**config.mk**
```make
export PLATFORM = sky130hd
export DESIGN_NAME = bwb_bridge
export DESIGN_NICKNAME = d
export VERILOG_FILES = /design/src/hdl/bwb_pkg.sv /design/src/hdl/bwb_window_decode.sv /design/src/hdl/bwb_fifo.sv /design/src/hdl/bwb_bridge.sv
export SDC_FILE = /design/constraint.sdc
export NUM_CORES = 2
export LEC_CHECK = 0
export BUFFER_PORTS_ARGS = -buffer_cell sky130_fd_sc_hd__buf_2
export CORE_MARGIN = 4
export CORE_UTILIZATION = 57
export DETAILED_ROUTE_END_ITERATION = 10
export PLACE_DENSITY = 0.78
export SYNTH_ARGS = -nofsm -noshare
export SYNTH_HDL_FRONTEND = slang
export SYNTH_SLANG_ARGS = --single-unit
export TNS_END_PERCENT = 10
```
**constraint.sdc**
```tcl
create_clock -name sys_clk_in -period 3.65 [get_ports sys_clk_in]
set_clock_uncertainty 0.05 [all_clocks]
set_input_delay 0.5475 -clock sys_clk_in [delete_from_list [all_inputs] [get_ports sys_clk_in]]
set_output_delay 0.5475 -clock sys_clk_in [all_outputs]
set_load 0.01 [all_outputs]
```
**src/hdl/bwb_pkg.sv**
```systemverilog
// bwb_pkg: constants shared by the bus window bridge and its helpers
// assumes one 100 MHz clock; all bus and link inputs already synchronous to it
`default_nettype none
package bwb_pkg;
  localparam logic [1:0]  SPACE_A16      = 2'h0;
  localparam logic [1:0]  SPACE_A24      = 2'h1;
  localparam logic [1:0]  SPACE_A32      = 2'h2;
  localparam logic [1:0]  SPACE_IACK     = 2'h3;
  localparam logic [1:0]  SIZE_D8        = 2'h0;
  localparam logic [1:0]  SIZE_D16       = 2'h1;
  localparam logic [1:0]  SIZE_D32       = 2'h2;
  localparam int          NUM_WIN        = 4;
  localparam int          WIN_CFG        = 3;
  localparam logic [1:0]  CFG_TOP_BITS   = 2'h3;
  localparam logic [31:0] MASK_A16       = 32'h0000FFFF;
  localparam logic [31:0] MASK_A24       = 32'h00FFFFFF;
  localparam logic [31:0] MASK_A32       = 32'hFFFFFFFF;
  localparam logic [5:0]  REG_IRQ_OFS    = 6'h20;
  localparam logic [5:0]  REG_TRIG_OFS   = 6'h22;
  localparam logic [5:0]  REG_SYS_OFS    = 6'h24;
  localparam logic [15:0] IRQ_CFG_RST    = 16'h0000;
  localparam logic [15:0] TRIG_CFG_RST   = 16'h0000;
  localparam logic [15:0] SYS_CFG_RST    = 16'h0000;
  localparam int          ROUTE_DIR_LSB  = 8;
  localparam int          NUM_IRQ        = 7;
  localparam int          NUM_TRIG       = 8;
  localparam int          NUM_SYS        = 3;
  localparam logic [2:0]  CLK_SW_OUT     = 3'h5;
  localparam logic [2:0]  CLK_SW_IN      = 3'h2;
  localparam int          FIFO_DEPTH     = 16;
  localparam int          REQ_W          = 69;
endpackage : bwb_pkg
`default_nettype wire

```
**src/hdl/bwb_window_decode.sv**
```systemverilog
// bwb_window_decode: address window match for one bus, one hit bit per window
// assumes address and space stay steady while a cycle is pending
`default_nettype none
module bwb_window_decode (
  input  wire logic [31:0]      addr_in,
  input  wire logic [1:0]       space_in,
  input  wire logic [3:0]       win_en_in,
  input  wire logic [3:0][31:0] win_base_in,
  input  wire logic [3:0][31:0] win_mask_in,
  output logic      [3:0]       hit_out
);
  function automatic logic [31:0] bwb_space_mask(input logic [1:0] sp);
    if (sp == bwb_pkg::SPACE_A16) begin
      return bwb_pkg::MASK_A16;
    end else if (sp == bwb_pkg::SPACE_A24) begin
      return bwb_pkg::MASK_A24;
    end else begin
      return bwb_pkg::MASK_A32;
    end
  endfunction : bwb_space_mask

  logic cfg_region;
  assign cfg_region = (space_in == bwb_pkg::SPACE_A16) &&
                      (addr_in[15:14] == bwb_pkg::CFG_TOP_BITS);

  genvar w;
  generate
    for (w = 0; w < 3; w++) begin : g_space_win
      // the plain A16 window stops short of the configuration block
      assign hit_out[w] = win_en_in[w] && (space_in == 2'(w)) &&
                          (((addr_in ^ win_base_in[w]) & win_mask_in[w] &
                            bwb_space_mask(2'(w))) == 32'h0) &&
                          !(w == 0 && cfg_region);
    end
  endgenerate
  assign hit_out[bwb_pkg::WIN_CFG] = win_en_in[bwb_pkg::WIN_CFG] && cfg_region;
endmodule : bwb_window_decode
`default_nettype wire

```
**src/hdl/bwb_fifo.sv**
```systemverilog
// bwb_fifo: flip-flop fifo with valid/ready on both sides
// assumes a single clock; the drain side may stall for as long as it likes
`default_nettype none
module bwb_fifo #(
  parameter int WIDTH = bwb_pkg::REQ_W,
  parameter int DEPTH = bwb_pkg::FIFO_DEPTH
) (
  input  wire logic             sys_clk_in,
  input  wire logic             rst_n_in,
  input  wire logic             in_valid_in,
  output logic                  in_ready_out,
  input  wire logic [WIDTH-1:0] in_data_in,
  output logic                  out_valid_out,
  input  wire logic             out_ready_in,
  output logic      [WIDTH-1:0] out_data_out
);
  localparam int AW = $clog2(DEPTH);
  typedef struct packed {
    logic [DEPTH-1:0][WIDTH-1:0] mem;
    logic [AW-1:0]               rd;
    logic [AW-1:0]               wr;
    logic [AW:0]                 count;
  } bwb_fifo_state_type;
  bwb_fifo_state_type s, next_s;
  logic push, pop;

  assign in_ready_out  = (s.count != (AW+1)'(DEPTH));
  assign out_valid_out = (s.count != '0);
  assign out_data_out  = s.mem[s.rd];
  assign push = in_valid_in && in_ready_out;
  assign pop  = out_ready_in && out_valid_out;

  always_comb begin
    next_s = s;
    if (push) begin
      next_s.mem[s.wr] = in_data_in;
      next_s.wr = (s.wr == AW'(DEPTH - 1)) ? '0 : s.wr + 1'b1;
    end
    if (pop) begin
      next_s.rd = (s.rd == AW'(DEPTH - 1)) ? '0 : s.rd + 1'b1;
    end
    if (push && !pop) begin
      next_s.count = s.count + 1'b1;
    end else if (pop && !push) begin
      next_s.count = s.count - 1'b1;
    end
  end

  always_ff @(posedge sys_clk_in or negedge rst_n_in) begin
    if (!rst_n_in) begin
      s <= '0;
    end else begin
      s <= next_s;
    end
  end
endmodule : bwb_fifo
`default_nettype wire

```
**src/hdl/bwb_bridge.sv**
```systemverilog
// bwb_bridge: backplane to cable bus window bridge with signal extension link routing
// assumes a requester holds its request level and fields until it sees a one-cycle ack,
// then drops the request; open-drain lines are active low and driven low by oe
`default_nettype none
module bwb_bridge #(
  parameter logic [7:0] LOG_ADDR   = 8'h01,
  parameter int         FIFO_DEPTH = bwb_pkg::FIFO_DEPTH
) (
  input  wire logic             sys_clk_in,
  input  wire logic             rst_n_in,
  input  wire logic             bp_req_in,
  input  wire logic [31:0]      bp_addr_in,
  input  wire logic [1:0]       bp_space_in,
  input  wire logic [1:0]       bp_size_in,
  input  wire logic             bp_write_in,
  input  wire logic [31:0]      bp_wdata_in,
  output logic                  bp_ack_out,
  output logic      [31:0]      bp_rdata_out,
  output logic                  bp_own_req_out,
  input  wire logic             bp_own_grant_in,
  output logic                  bpm_req_out,
  output logic      [31:0]      bpm_addr_out,
  output logic      [1:0]       bpm_space_out,
  output logic      [1:0]       bpm_size_out,
  output logic                  bpm_write_out,
  output logic      [31:0]      bpm_wdata_out,
  input  wire logic             bpm_ack_in,
  input  wire logic [31:0]      bpm_rdata_in,
  output logic                  cb_own_req_out,
  input  wire logic             cb_own_grant_in,
  output logic                  cbm_req_out,
  output logic      [31:0]      cbm_addr_out,
  output logic      [1:0]       cbm_space_out,
  output logic      [1:0]       cbm_size_out,
  output logic                  cbm_write_out,
  output logic      [31:0]      cbm_wdata_out,
  input  wire logic             cbm_ack_in,
  input  wire logic [31:0]      cbm_rdata_in,
  input  wire logic             cbs_req_in,
  input  wire logic [31:0]      cbs_addr_in,
  input  wire logic [1:0]       cbs_space_in,
  input  wire logic [1:0]       cbs_size_in,
  input  wire logic             cbs_write_in,
  input  wire logic [31:0]      cbs_wdata_in,
  output logic                  cbs_ack_out,
  output logic      [31:0]      cbs_rdata_out,
  input  wire logic [3:0]       win_en_in,
  input  wire logic [3:0]       win_out_in,
  input  wire logic [3:0][31:0] win_base_in,
  input  wire logic [3:0][31:0] win_mask_in,
  input  wire logic [6:0]       bp_irq_n_in,
  output logic      [6:0]       bp_irq_n_out,
  output logic      [6:0]       bp_irq_oe_out,
  input  wire logic [6:0]       lk_irq_n_in,
  output logic      [6:0]       lk_irq_n_out,
  output logic      [6:0]       lk_irq_oe_out,
  input  wire logic [7:0]       bp_trig_n_in,
  output logic      [7:0]       bp_trig_n_out,
  output logic      [7:0]       bp_trig_oe_out,
  input  wire logic [7:0]       lk_trig_n_in,
  output logic      [7:0]       lk_trig_n_out,
  output logic      [7:0]       lk_trig_oe_out,
  input  wire logic [2:0]       bp_sys_n_in,
  output logic      [2:0]       bp_sys_n_out,
  output logic      [2:0]       bp_sys_oe_out,
  input  wire logic [2:0]       lk_sys_n_in,
  output logic      [2:0]       lk_sys_n_out,
  output logic      [2:0]       lk_sys_oe_out,
  input  wire logic             bp_clk10_in,
  output logic                  bp_clk10_out,
  output logic                  bp_clk10_oe_out,
  input  wire logic             lk_clk10_in,
  output logic                  lk_clk10_out,
  output logic                  lk_clk10_oe_out,
  input  wire logic [2:0]       clk_sw_in
);
  typedef enum logic [2:0] {B_IDLE, B_PUSH, B_WAIT, B_DROP} bwb_bstate_type;
  typedef enum logic [1:0] {C_IDLE, C_OWN, C_XFER} bwb_cstate_type;
  typedef enum logic [1:0] {I_IDLE, I_OWN, I_XFER, I_DROP} bwb_istate_type;

  typedef struct packed {
    bwb_bstate_type                 bst;
    bwb_cstate_type                 cst;
    bwb_istate_type                 ist;
    logic                           xfer_done;
    logic                           bp_ack;
    logic [31:0]                    bp_rdata;
    logic [31:0]                    fwd_rdata;
    logic                           cb_own_req;
    logic                           cbm_req;
    logic [bwb_pkg::REQ_W-1:0]      cbm_word;
    logic                           bp_own_req;
    logic                           bpm_req;
    logic [bwb_pkg::REQ_W-1:0]      bpm_word;
    logic                           cbs_ack;
    logic [31:0]                    cbs_rdata;
    logic [15:0]                    irq_cfg;
    logic [15:0]                    trig_cfg;
    logic [15:0]                    sys_cfg;
    logic [6:0]                     bp_irq_oe;
    logic [6:0]                     lk_irq_oe;
    logic [7:0]                     bp_trig_oe;
    logic [7:0]                     lk_trig_oe;
    logic [2:0]                     bp_sys_oe;
    logic [2:0]                     lk_sys_oe;
    logic                           clk_to_bp;
    logic                           clk_to_lk;
    logic                           clk_bp_oe;
    logic                           clk_lk_oe;
  } bwb_state_type;

  bwb_state_type s, next_s;

  // lines that a config register routes toward one side: enabled, direction, source active
  function automatic logic [7:0] bwb_drive(input logic [7:0] en, input logic [7:0] dir,
                                           input logic [7:0] src_n);
    return en & dir & ~src_n;
  endfunction : bwb_drive

  function automatic logic [2:0] bwb_level(input logic [31:0] addr);
    return addr[3:1];
  endfunction : bwb_level

  logic [3:0]                bp_hit, cb_hit;
  logic                      own_hit, fwd_hit, claim_hit, fwd_iack, claim_iack;
  logic [2:0]                bp_lvl, cb_lvl;
  logic [7:0]                irq_en, irq_dir;
  logic [bwb_pkg::REQ_W-1:0] bp_word, fifo_head;
  logic                      fifo_in_ready, fifo_out_valid, fifo_pop;

  bwb_window_decode u_bp_dec (
    .addr_in     (bp_addr_in),
    .space_in    (bp_space_in),
    .win_en_in   (win_en_in),
    .win_base_in (win_base_in),
    .win_mask_in (win_mask_in),
    .hit_out     (bp_hit)
  );

  bwb_window_decode u_cb_dec (
    .addr_in     (cbs_addr_in),
    .space_in    (cbs_space_in),
    .win_en_in   (win_en_in),
    .win_base_in (win_base_in),
    .win_mask_in (win_mask_in),
    .hit_out     (cb_hit)
  );

  assign irq_en  = {1'b0, s.irq_cfg[bwb_pkg::NUM_IRQ-1:0]};
  assign irq_dir = {1'b0, s.irq_cfg[bwb_pkg::ROUTE_DIR_LSB +: bwb_pkg::NUM_IRQ]};
  assign bp_lvl  = bwb_level(bp_addr_in);
  assign cb_lvl  = bwb_level(cbs_addr_in);

  // our own routing registers in our slot of the configuration block, served locally
  assign own_hit = (bp_space_in == bwb_pkg::SPACE_A16) &&
                   (bp_addr_in[15:14] == bwb_pkg::CFG_TOP_BITS) &&
                   (bp_addr_in[13:6] == LOG_ADDR);

  // acknowledge of a level we drive from the link goes out on the cable
  assign fwd_iack = (bp_space_in == bwb_pkg::SPACE_IACK) && (bp_lvl != 3'h0) &&
                    irq_en[bp_lvl - 3'h1] && !irq_dir[bp_lvl - 3'h1] &&
                    !lk_irq_n_in[bp_lvl - 3'h1];
  // acknowledge from the cable for a level we send out is reissued here
  assign claim_iack = (cbs_space_in == bwb_pkg::SPACE_IACK) && (cb_lvl != 3'h0) &&
                      irq_en[cb_lvl - 3'h1] && irq_dir[cb_lvl - 3'h1] &&
                      !bp_irq_n_in[cb_lvl - 3'h1];

  assign fwd_hit   = !own_hit && (|(bp_hit & win_out_in) || fwd_iack);
  assign claim_hit = |(cb_hit & ~win_out_in) || claim_iack;

  assign bp_word  = {bp_addr_in, bp_space_in, bp_size_in, bp_write_in, bp_wdata_in};
  assign fifo_pop = (s.cst == C_OWN) && cb_own_grant_in;

  // one cycle at a time is in flight, the fifo decouples the backplane and cable engines on one clock
  bwb_fifo #(
    .WIDTH (bwb_pkg::REQ_W),
    .DEPTH (FIFO_DEPTH)
  ) u_fifo (
    .sys_clk_in    (sys_clk_in),
    .rst_n_in      (rst_n_in),
    .in_valid_in   (s.bst == B_PUSH),
    .in_ready_out  (fifo_in_ready),
    .in_data_in    (bp_word),
    .out_valid_out (fifo_out_valid),
    .out_ready_in  (fifo_pop),
    .out_data_out  (fifo_head)
  );

  always_comb begin
    next_s = s;
    next_s.bp_ack  = 1'b0;
    next_s.cbs_ack = 1'b0;
    // local backplane side
    case (s.bst)
      B_IDLE: begin
        if (bp_req_in && own_hit) begin
          next_s.bp_ack = 1'b1;
          next_s.bst = B_DROP;
          next_s.bp_rdata = 32'h0;
          if (bp_write_in) begin
            if (bp_addr_in[5:0] == bwb_pkg::REG_IRQ_OFS) begin
              next_s.irq_cfg = bp_wdata_in[15:0];
            end else if (bp_addr_in[5:0] == bwb_pkg::REG_TRIG_OFS) begin
              next_s.trig_cfg = bp_wdata_in[15:0];
            end else if (bp_addr_in[5:0] == bwb_pkg::REG_SYS_OFS) begin
              next_s.sys_cfg = bp_wdata_in[15:0];
            end
          end else if (bp_addr_in[5:0] == bwb_pkg::REG_IRQ_OFS) begin
            next_s.bp_rdata = {16'h0, s.irq_cfg};
          end else if (bp_addr_in[5:0] == bwb_pkg::REG_TRIG_OFS) begin
            next_s.bp_rdata = {16'h0, s.trig_cfg};
          end else if (bp_addr_in[5:0] == bwb_pkg::REG_SYS_OFS) begin
            next_s.bp_rdata = {16'h0, s.sys_cfg};
          end
        end else if (bp_req_in && fwd_hit) begin
          next_s.bst = B_PUSH;
        end
        // anything else is left alone for a bus timer to finish
      end
      B_PUSH: begin
        if (fifo_in_ready) begin
          next_s.bst = B_WAIT;
        end
      end
      B_WAIT: begin
        // the local requester is held until the far end has answered
        if (s.xfer_done) begin
          next_s.xfer_done = 1'b0;
          next_s.bp_ack = 1'b1;
          next_s.bp_rdata = s.fwd_rdata;
          next_s.bst = B_DROP;
        end
      end
      default: begin
        if (!bp_req_in) begin
          next_s.bst = B_IDLE;
        end
      end
    endcase
    // cable master engine, placed after the clear so a fresh completion wins
    case (s.cst)
      C_IDLE: begin
        if (fifo_out_valid) begin
          next_s.cb_own_req = 1'b1;
          next_s.cst = C_OWN;
        end
      end
      C_OWN: begin
        if (cb_own_grant_in) begin
          next_s.cbm_word = fifo_head;
          next_s.cbm_req = 1'b1;
          next_s.cst = C_XFER;
        end
      end
      default: begin
        if (cbm_ack_in) begin
          next_s.cbm_req = 1'b0;
          next_s.cb_own_req = 1'b0;
          next_s.fwd_rdata = cbm_rdata_in;
          next_s.xfer_done = 1'b1;
          next_s.cst = C_IDLE;
        end
      end
    endcase
    // inbound: claimed cable cycle replayed as backplane master
    case (s.ist)
      I_IDLE: begin
        if (cbs_req_in && claim_hit) begin
          next_s.bpm_word = {cbs_addr_in, cbs_space_in, cbs_size_in, cbs_write_in,
                             cbs_wdata_in};
          next_s.bp_own_req = 1'b1;
          next_s.ist = I_OWN;
        end
      end
      I_OWN: begin
        if (bp_own_grant_in) begin
          next_s.bpm_req = 1'b1;
          next_s.ist = I_XFER;
        end
      end
      I_XFER: begin
        if (bpm_ack_in) begin
          next_s.bpm_req = 1'b0;
          next_s.bp_own_req = 1'b0;
          next_s.cbs_ack = 1'b1;
          next_s.cbs_rdata = bpm_rdata_in;
          next_s.ist = I_DROP;
        end
      end
      default: begin
        if (!cbs_req_in) begin
          next_s.ist = I_IDLE;
        end
      end
    endcase
    // signal extension link routing, one cycle of latency on every line
    next_s.lk_irq_oe = 7'(bwb_drive(irq_en, irq_dir, {1'b1, bp_irq_n_in}));
    next_s.bp_irq_oe = 7'(bwb_drive(irq_en, ~irq_dir, {1'b1, lk_irq_n_in}));
    next_s.lk_trig_oe = bwb_drive(s.trig_cfg[7:0], s.trig_cfg[15:8], bp_trig_n_in);
    next_s.bp_trig_oe = bwb_drive(s.trig_cfg[7:0], ~s.trig_cfg[15:8], lk_trig_n_in);
    next_s.lk_sys_oe = 3'(bwb_drive({5'h0, s.sys_cfg[2:0]}, {5'h0, s.sys_cfg[10:8]},
                                    {5'h1F, bp_sys_n_in}));
    next_s.bp_sys_oe = 3'(bwb_drive({5'h0, s.sys_cfg[2:0]}, ~{5'h0, s.sys_cfg[10:8]},
                                    {5'h1F, lk_sys_n_in}));
    next_s.clk_to_lk = bp_clk10_in;
    next_s.clk_to_bp = lk_clk10_in;
    next_s.clk_lk_oe = (clk_sw_in == bwb_pkg::CLK_SW_OUT);
    next_s.clk_bp_oe = (clk_sw_in == bwb_pkg::CLK_SW_IN);
  end

  always_ff @(posedge sys_clk_in or negedge rst_n_in) begin
    if (!rst_n_in) begin
      s <= '{bst: B_IDLE, cst: C_IDLE, ist: I_IDLE, irq_cfg: bwb_pkg::IRQ_CFG_RST,
             trig_cfg: bwb_pkg::TRIG_CFG_RST, sys_cfg: bwb_pkg::SYS_CFG_RST, default: '0};
    end else begin
      s <= next_s;
    end
  end

  assign bp_ack_out      = s.bp_ack;
  assign bp_rdata_out    = s.bp_rdata;
  assign bp_own_req_out  = s.bp_own_req;
  assign bpm_req_out     = s.bpm_req;
  assign {bpm_addr_out, bpm_space_out, bpm_size_out, bpm_write_out, bpm_wdata_out} = s.bpm_word;
  assign cb_own_req_out  = s.cb_own_req;
  assign cbm_req_out     = s.cbm_req;
  assign {cbm_addr_out, cbm_space_out, cbm_size_out, cbm_write_out, cbm_wdata_out} = s.cbm_word;
  assign cbs_ack_out     = s.cbs_ack;
  assign cbs_rdata_out   = s.cbs_rdata;
  assign bp_irq_n_out    = '0;
  assign bp_irq_oe_out   = s.bp_irq_oe;
  assign lk_irq_n_out    = '0;
  assign lk_irq_oe_out   = s.lk_irq_oe;
  assign bp_trig_n_out   = '0;
  assign bp_trig_oe_out  = s.bp_trig_oe;
  assign lk_trig_n_out   = '0;
  assign lk_trig_oe_out  = s.lk_trig_oe;
  assign bp_sys_n_out    = '0;
  assign bp_sys_oe_out   = s.bp_sys_oe;
  assign lk_sys_n_out    = '0;
  assign lk_sys_oe_out   = s.lk_sys_oe;
  assign bp_clk10_out    = s.clk_to_bp;
  assign bp_clk10_oe_out = s.clk_bp_oe;
  assign lk_clk10_out    = s.clk_to_lk;
  assign lk_clk10_oe_out = s.clk_lk_oe;
endmodule : bwb_bridge
`default_nettype wire

```
==> flow_metrics.py <==
metrics = {
    "global_route": {
        "grt_pass1_wl_um": 303000,
        "antenna_found_initial": 111,
        "grt_start_max_net_pins": 131,
        "grtUsageTotal_pct": 34.0,
        "grt_pass1_vias": 43900,
        "grt_overflow": 0,
    },
    "timing": {
        "hold_viol_final": 0,
        "fin_tns_setup_ns": 0,
        "timing.final.ws_setup_ns": 0.396,
        "maxSlewViolCount": 0,
        "rsz0062_at_grt": "false",
        "fmax_mhz": 307,
        "fin_crit_sh_pct": 89.1,
        "slew_headroom_pct": 18.1,
        "setup_viol": 0,
        "tightest_slew_ns": 1.21,
        "finalCriticalPeriod_ns": 3.25,
    },
    "clock_network": {
        "cts-root-buf": "clkbuf_16",
        "clk_latency_ns": 0.76,
        "cts_buffers": 150,
        "clock_path_buffers": 3,
        "cts.clk_slew.worst_paths_ns": 0.07,
        "cts_tree": "done",
        "cts.sinks": 1452,
        "postCtsResizedCells": 0,
        "ctsHtreeMaxLevel": 4,
    },
    "synth": {
        "syn_inst": 4476,
        "synth_flop_cell": "dfrtp_1",
        "seq_area_frac_synth_pct": 54.1,
        "ys_ff_latch": 1452,
        "synthArstFlopShare_pct": 100,
        "yosys_warnings": 0,
        "synth_edf_count": 0,
        "yosysUniqueCellTypes": 67,
        "syn_area_um2": 67200,
        "syn_area_per_cell_um2": 15.0,
    },
    "placement": {
        "portBuffers": 650,
        "gp_congestion": 0.983,
        "dpl.hpwl_um": 139000,
        "dp_slack_ns": 0.124,
    },
    "pwr": {
        "power.density_nw_per_um2": 869,
        "leakagePower_nw": 34.5,
        "vdd_drop_max_uv": 600,
    },
    "layout": {
        "fin_nets": 5520,
        "drive_above_1_share_pct": 53.9,
        "area_growth_pct": 15.9,
    },
    "setup_path": {
        "end_kind": "flop",
        "critPathKind": "flop to flop",
        "crit_chain": "or3b_2, mux4_2, nor4b_1, a2111oi_1, buf_2, a31oi_1, mux2_2",
        "critPathMaxStageDelay_ns": 0.65,
        "critPathArrivalTime_ns": 3.85,
        "cp_slowest_cell": "nor4b_1",
        "required_ns": 4.24,
        "cp_max_fo": 4,
        "cp-start-kind": "flop",
    },
    "die": {
        "floorplan.rows": 125,
        "fp.dieArea_um2": 123000,
        "initial_core_util_pct": 57.6,
        "io_pins": 799,
        "core-area_um2": 117000,
        "die_w_um": 351,
        "die_y_um": 351,
    },
    "flow_run": {
        "maxCapViolations": 0,
    },
    "worst_hold_path": {
        "hold_path_class": "primary input to flop",
    },
    "routing": {
        "vias": 42100,
        "drt_iter0_markers": 3704,
        "dr.pass1.iters": 6,
        "ant_nets": 0,
        "wl_per_cell_um": 31.1,
        "totalWireLength_um": 209000,
        "drc_errors": 0,
        "vias_per_cell": 6.25,
    },
    "run_status": {
        "outcome": "finished clean",
    },
}
[worst paths after layout]
check	slack, ns	end	cells past startpoint	startpoint
setup / recovery	0.40	s[333]	7	irq_dir[3]
hold / removal	0.05	bp_irq_oe_out[1]	3	lk_irq_n_in[1]
setup reg to reg	0.40	s[333]	7	irq_dir[3]
hold reg to reg	0.41	bp_rdata_out[19]	2	bp_rdata_out[19]
max in group asynchronous	1.93	u_fifo.s[685]	3	rst_n_in
min in group asynchronous	0.27	bp_rdata_out[18]	2	rst_n_in
[cell usage after synthesis (3+ instances only)]
master / count / area [µm²]
ha_1: 21 / 263
mux4_2: 347 / 7820
nand2_1: 157 / 589
a22o_1: 6 / 52.6
nor3_1: 4 / 20.0
buf_2: 6 / 30.0
xor2_1: 146 / 1280
nand4_1: 17 / 106
a2bb2oi_1: 16 / 140
nor2_1: 39 / 146
nor4b_1: 3 / 26.3
buf_1: 47 / 176
nand2b_1: 5 / 31.3
nand3_1: 25 / 125
a221oi_1: 4 / 35.0
a21o_1: 3 / 22.5
and3b_1: 7 / 61.3
buf_6: 4 / 45.0
mux2_1: 5 / 56.3
xnor2_1: 6 / 52.6
dfrtp_1: 1452 / 36300
a2111oi_0: 3 / 26.3
a31oi_1: 3 / 18.8
buf_4: 273 / 2050
a22oi_1: 52 / 390
a222oi_1: 5 / 50.1
clkbuf_1: 301 / 1130
or3b_2: 4 / 35.0
inv_1: 24 / 90.1
nor3b_1: 16 / 120
mux2_2: 1306 / 14700
o21ai_0: 76 / 380
a21oi_1: 32 / 160
nor3_4: 3 / 48.8
mux2i_1: 17 / 170
[layout by cell type, fill, tap and decap left out, types with 36 or more instances in the layout]
master	count
a22oi_1	52
clkbuf_16	153
mux2_2	1306
xor2_1	146
buf_12	53
buf_4	113
nor2_1	39
diode_2	100
dlygate4sd3_1	135
mux4_2	347
dfrtp_1	1448
nand2_1	141
o21ai_0	76
conb_1	36
buf_2	650
[stage by stage]
stage | util [%] | hold WS [ns] | cells | power, mW | instance area (µm²)
2_1_floorplan | - | 0.202 | 4511 | 44.7 | 67300
3_3_place_gp | 61.0 | 0.396 | 6219 | 50.2 | 71100
3_5_place_dp | 61.0 | 0.400 | 6219 | 51.3 | 71100
4_1_cts | 66.6 | 0.00191 | 6631 | 67.6 | 77600
5_1_grt | 66.8 | 0.0255 | 6706 | 70.6 | 77800
6_report | 66.8 | 0.0491 | 6732 | 67.6 | 77800
[power breakdown]
group | leakage (nW) | internal [mW] | switching (mW)
Clock | 2.53 | 9.26 | 6.69
Sequential | 17.3 | 23.4 | 4.18
Combinational | 14.7 | 14.1 | 9.99
Total | 34.5 | 46.8 | 20.9
[cells by family (layout without fill, tap and decap cells)]
kind of cell             after synthesis  count (layout)  share of synthesized area, %
AO/OA/AOI/OAI                        214             214                          2.14
XOR/XNOR                             152             152                          1.98
adder cells (fa/ha/maj)               22              22                         0.421
buffers and inverters                656            1253                          5.25
flip-flops                          1452            1452                          54.1
multiplexers                        1675            1675                          33.9
other                                  1             136                       0.00558
AND/OR/NAND/NOR                      304             304                          2.24
[cell type report]
| type | count | area [µm²] |
|---|---|---|
| fillers | 7865 | 38700 |
| flip-flops and latches | 1452 | 36300 |
| multi-input cells | 2403 | 27600 |
| repair buffers | 951 | 6510 |
| clock buffers | 212 | 4350 |
| well taps | 1524 | 1910 |
| clock inverters | 65 | 813 |
| diodes | 100 | 250 |
| inverters | 25 | 93.8 |
[sequential cells by signal, indices dropped and copies added (netlist names), 3 cells and up]
register / cells
u_fifo.s: 1117
s: 73
bp_rdata_out: 32
bpm_addr_out: 32
bpm_wdata_out: 32
cbm_addr_out: 32
cbm_wdata_out: 32
cbs_rdata_out: 32
bp_trig_oe_out: 8
lk_trig_oe_out: 8
bp_irq_oe_out: 7
irq_dir: 7
irq_en: 7
lk_irq_oe_out: 7
bp_sys_oe_out: 3
lk_sys_oe_out: 3
[worst max-delay path, delay by kind of cell (launching register included)]
family / cells / cell delay [ns]
AO/OA/AOI/OAI: 2 / 0.35
buffers and inverters: 1 / 0.19
flip-flops: 1 / 0.40
multiplexers: 2 / 0.93
AND/OR/NAND/NOR: 2 / 1.21
[layer usage]
| metal | routed length (µm) | GRT usage [%] | up-vias | share of wire [%] |
|---|---|---|---|---|
| met1 | 76700 | 41.3 | 22400 | 37 |
| li1 | - | - | 17100 | - |
| met5 | 112 | 0 | - | 0.053 |
| met4 | 16300 | 25.3 | 18 | 7.8 |
| met3 | 15800 | 8.56 | 604 | 7.5 |
| met2 | 100000 | 53.1 | 1926 | 48 |
[timing repair]
item                      4_1_cts  5_1_grt
hold buffers                  135        0
hold endpoints to repair      197        0
buffers inserted                0        0
Power figures use the tool's default switching activity.
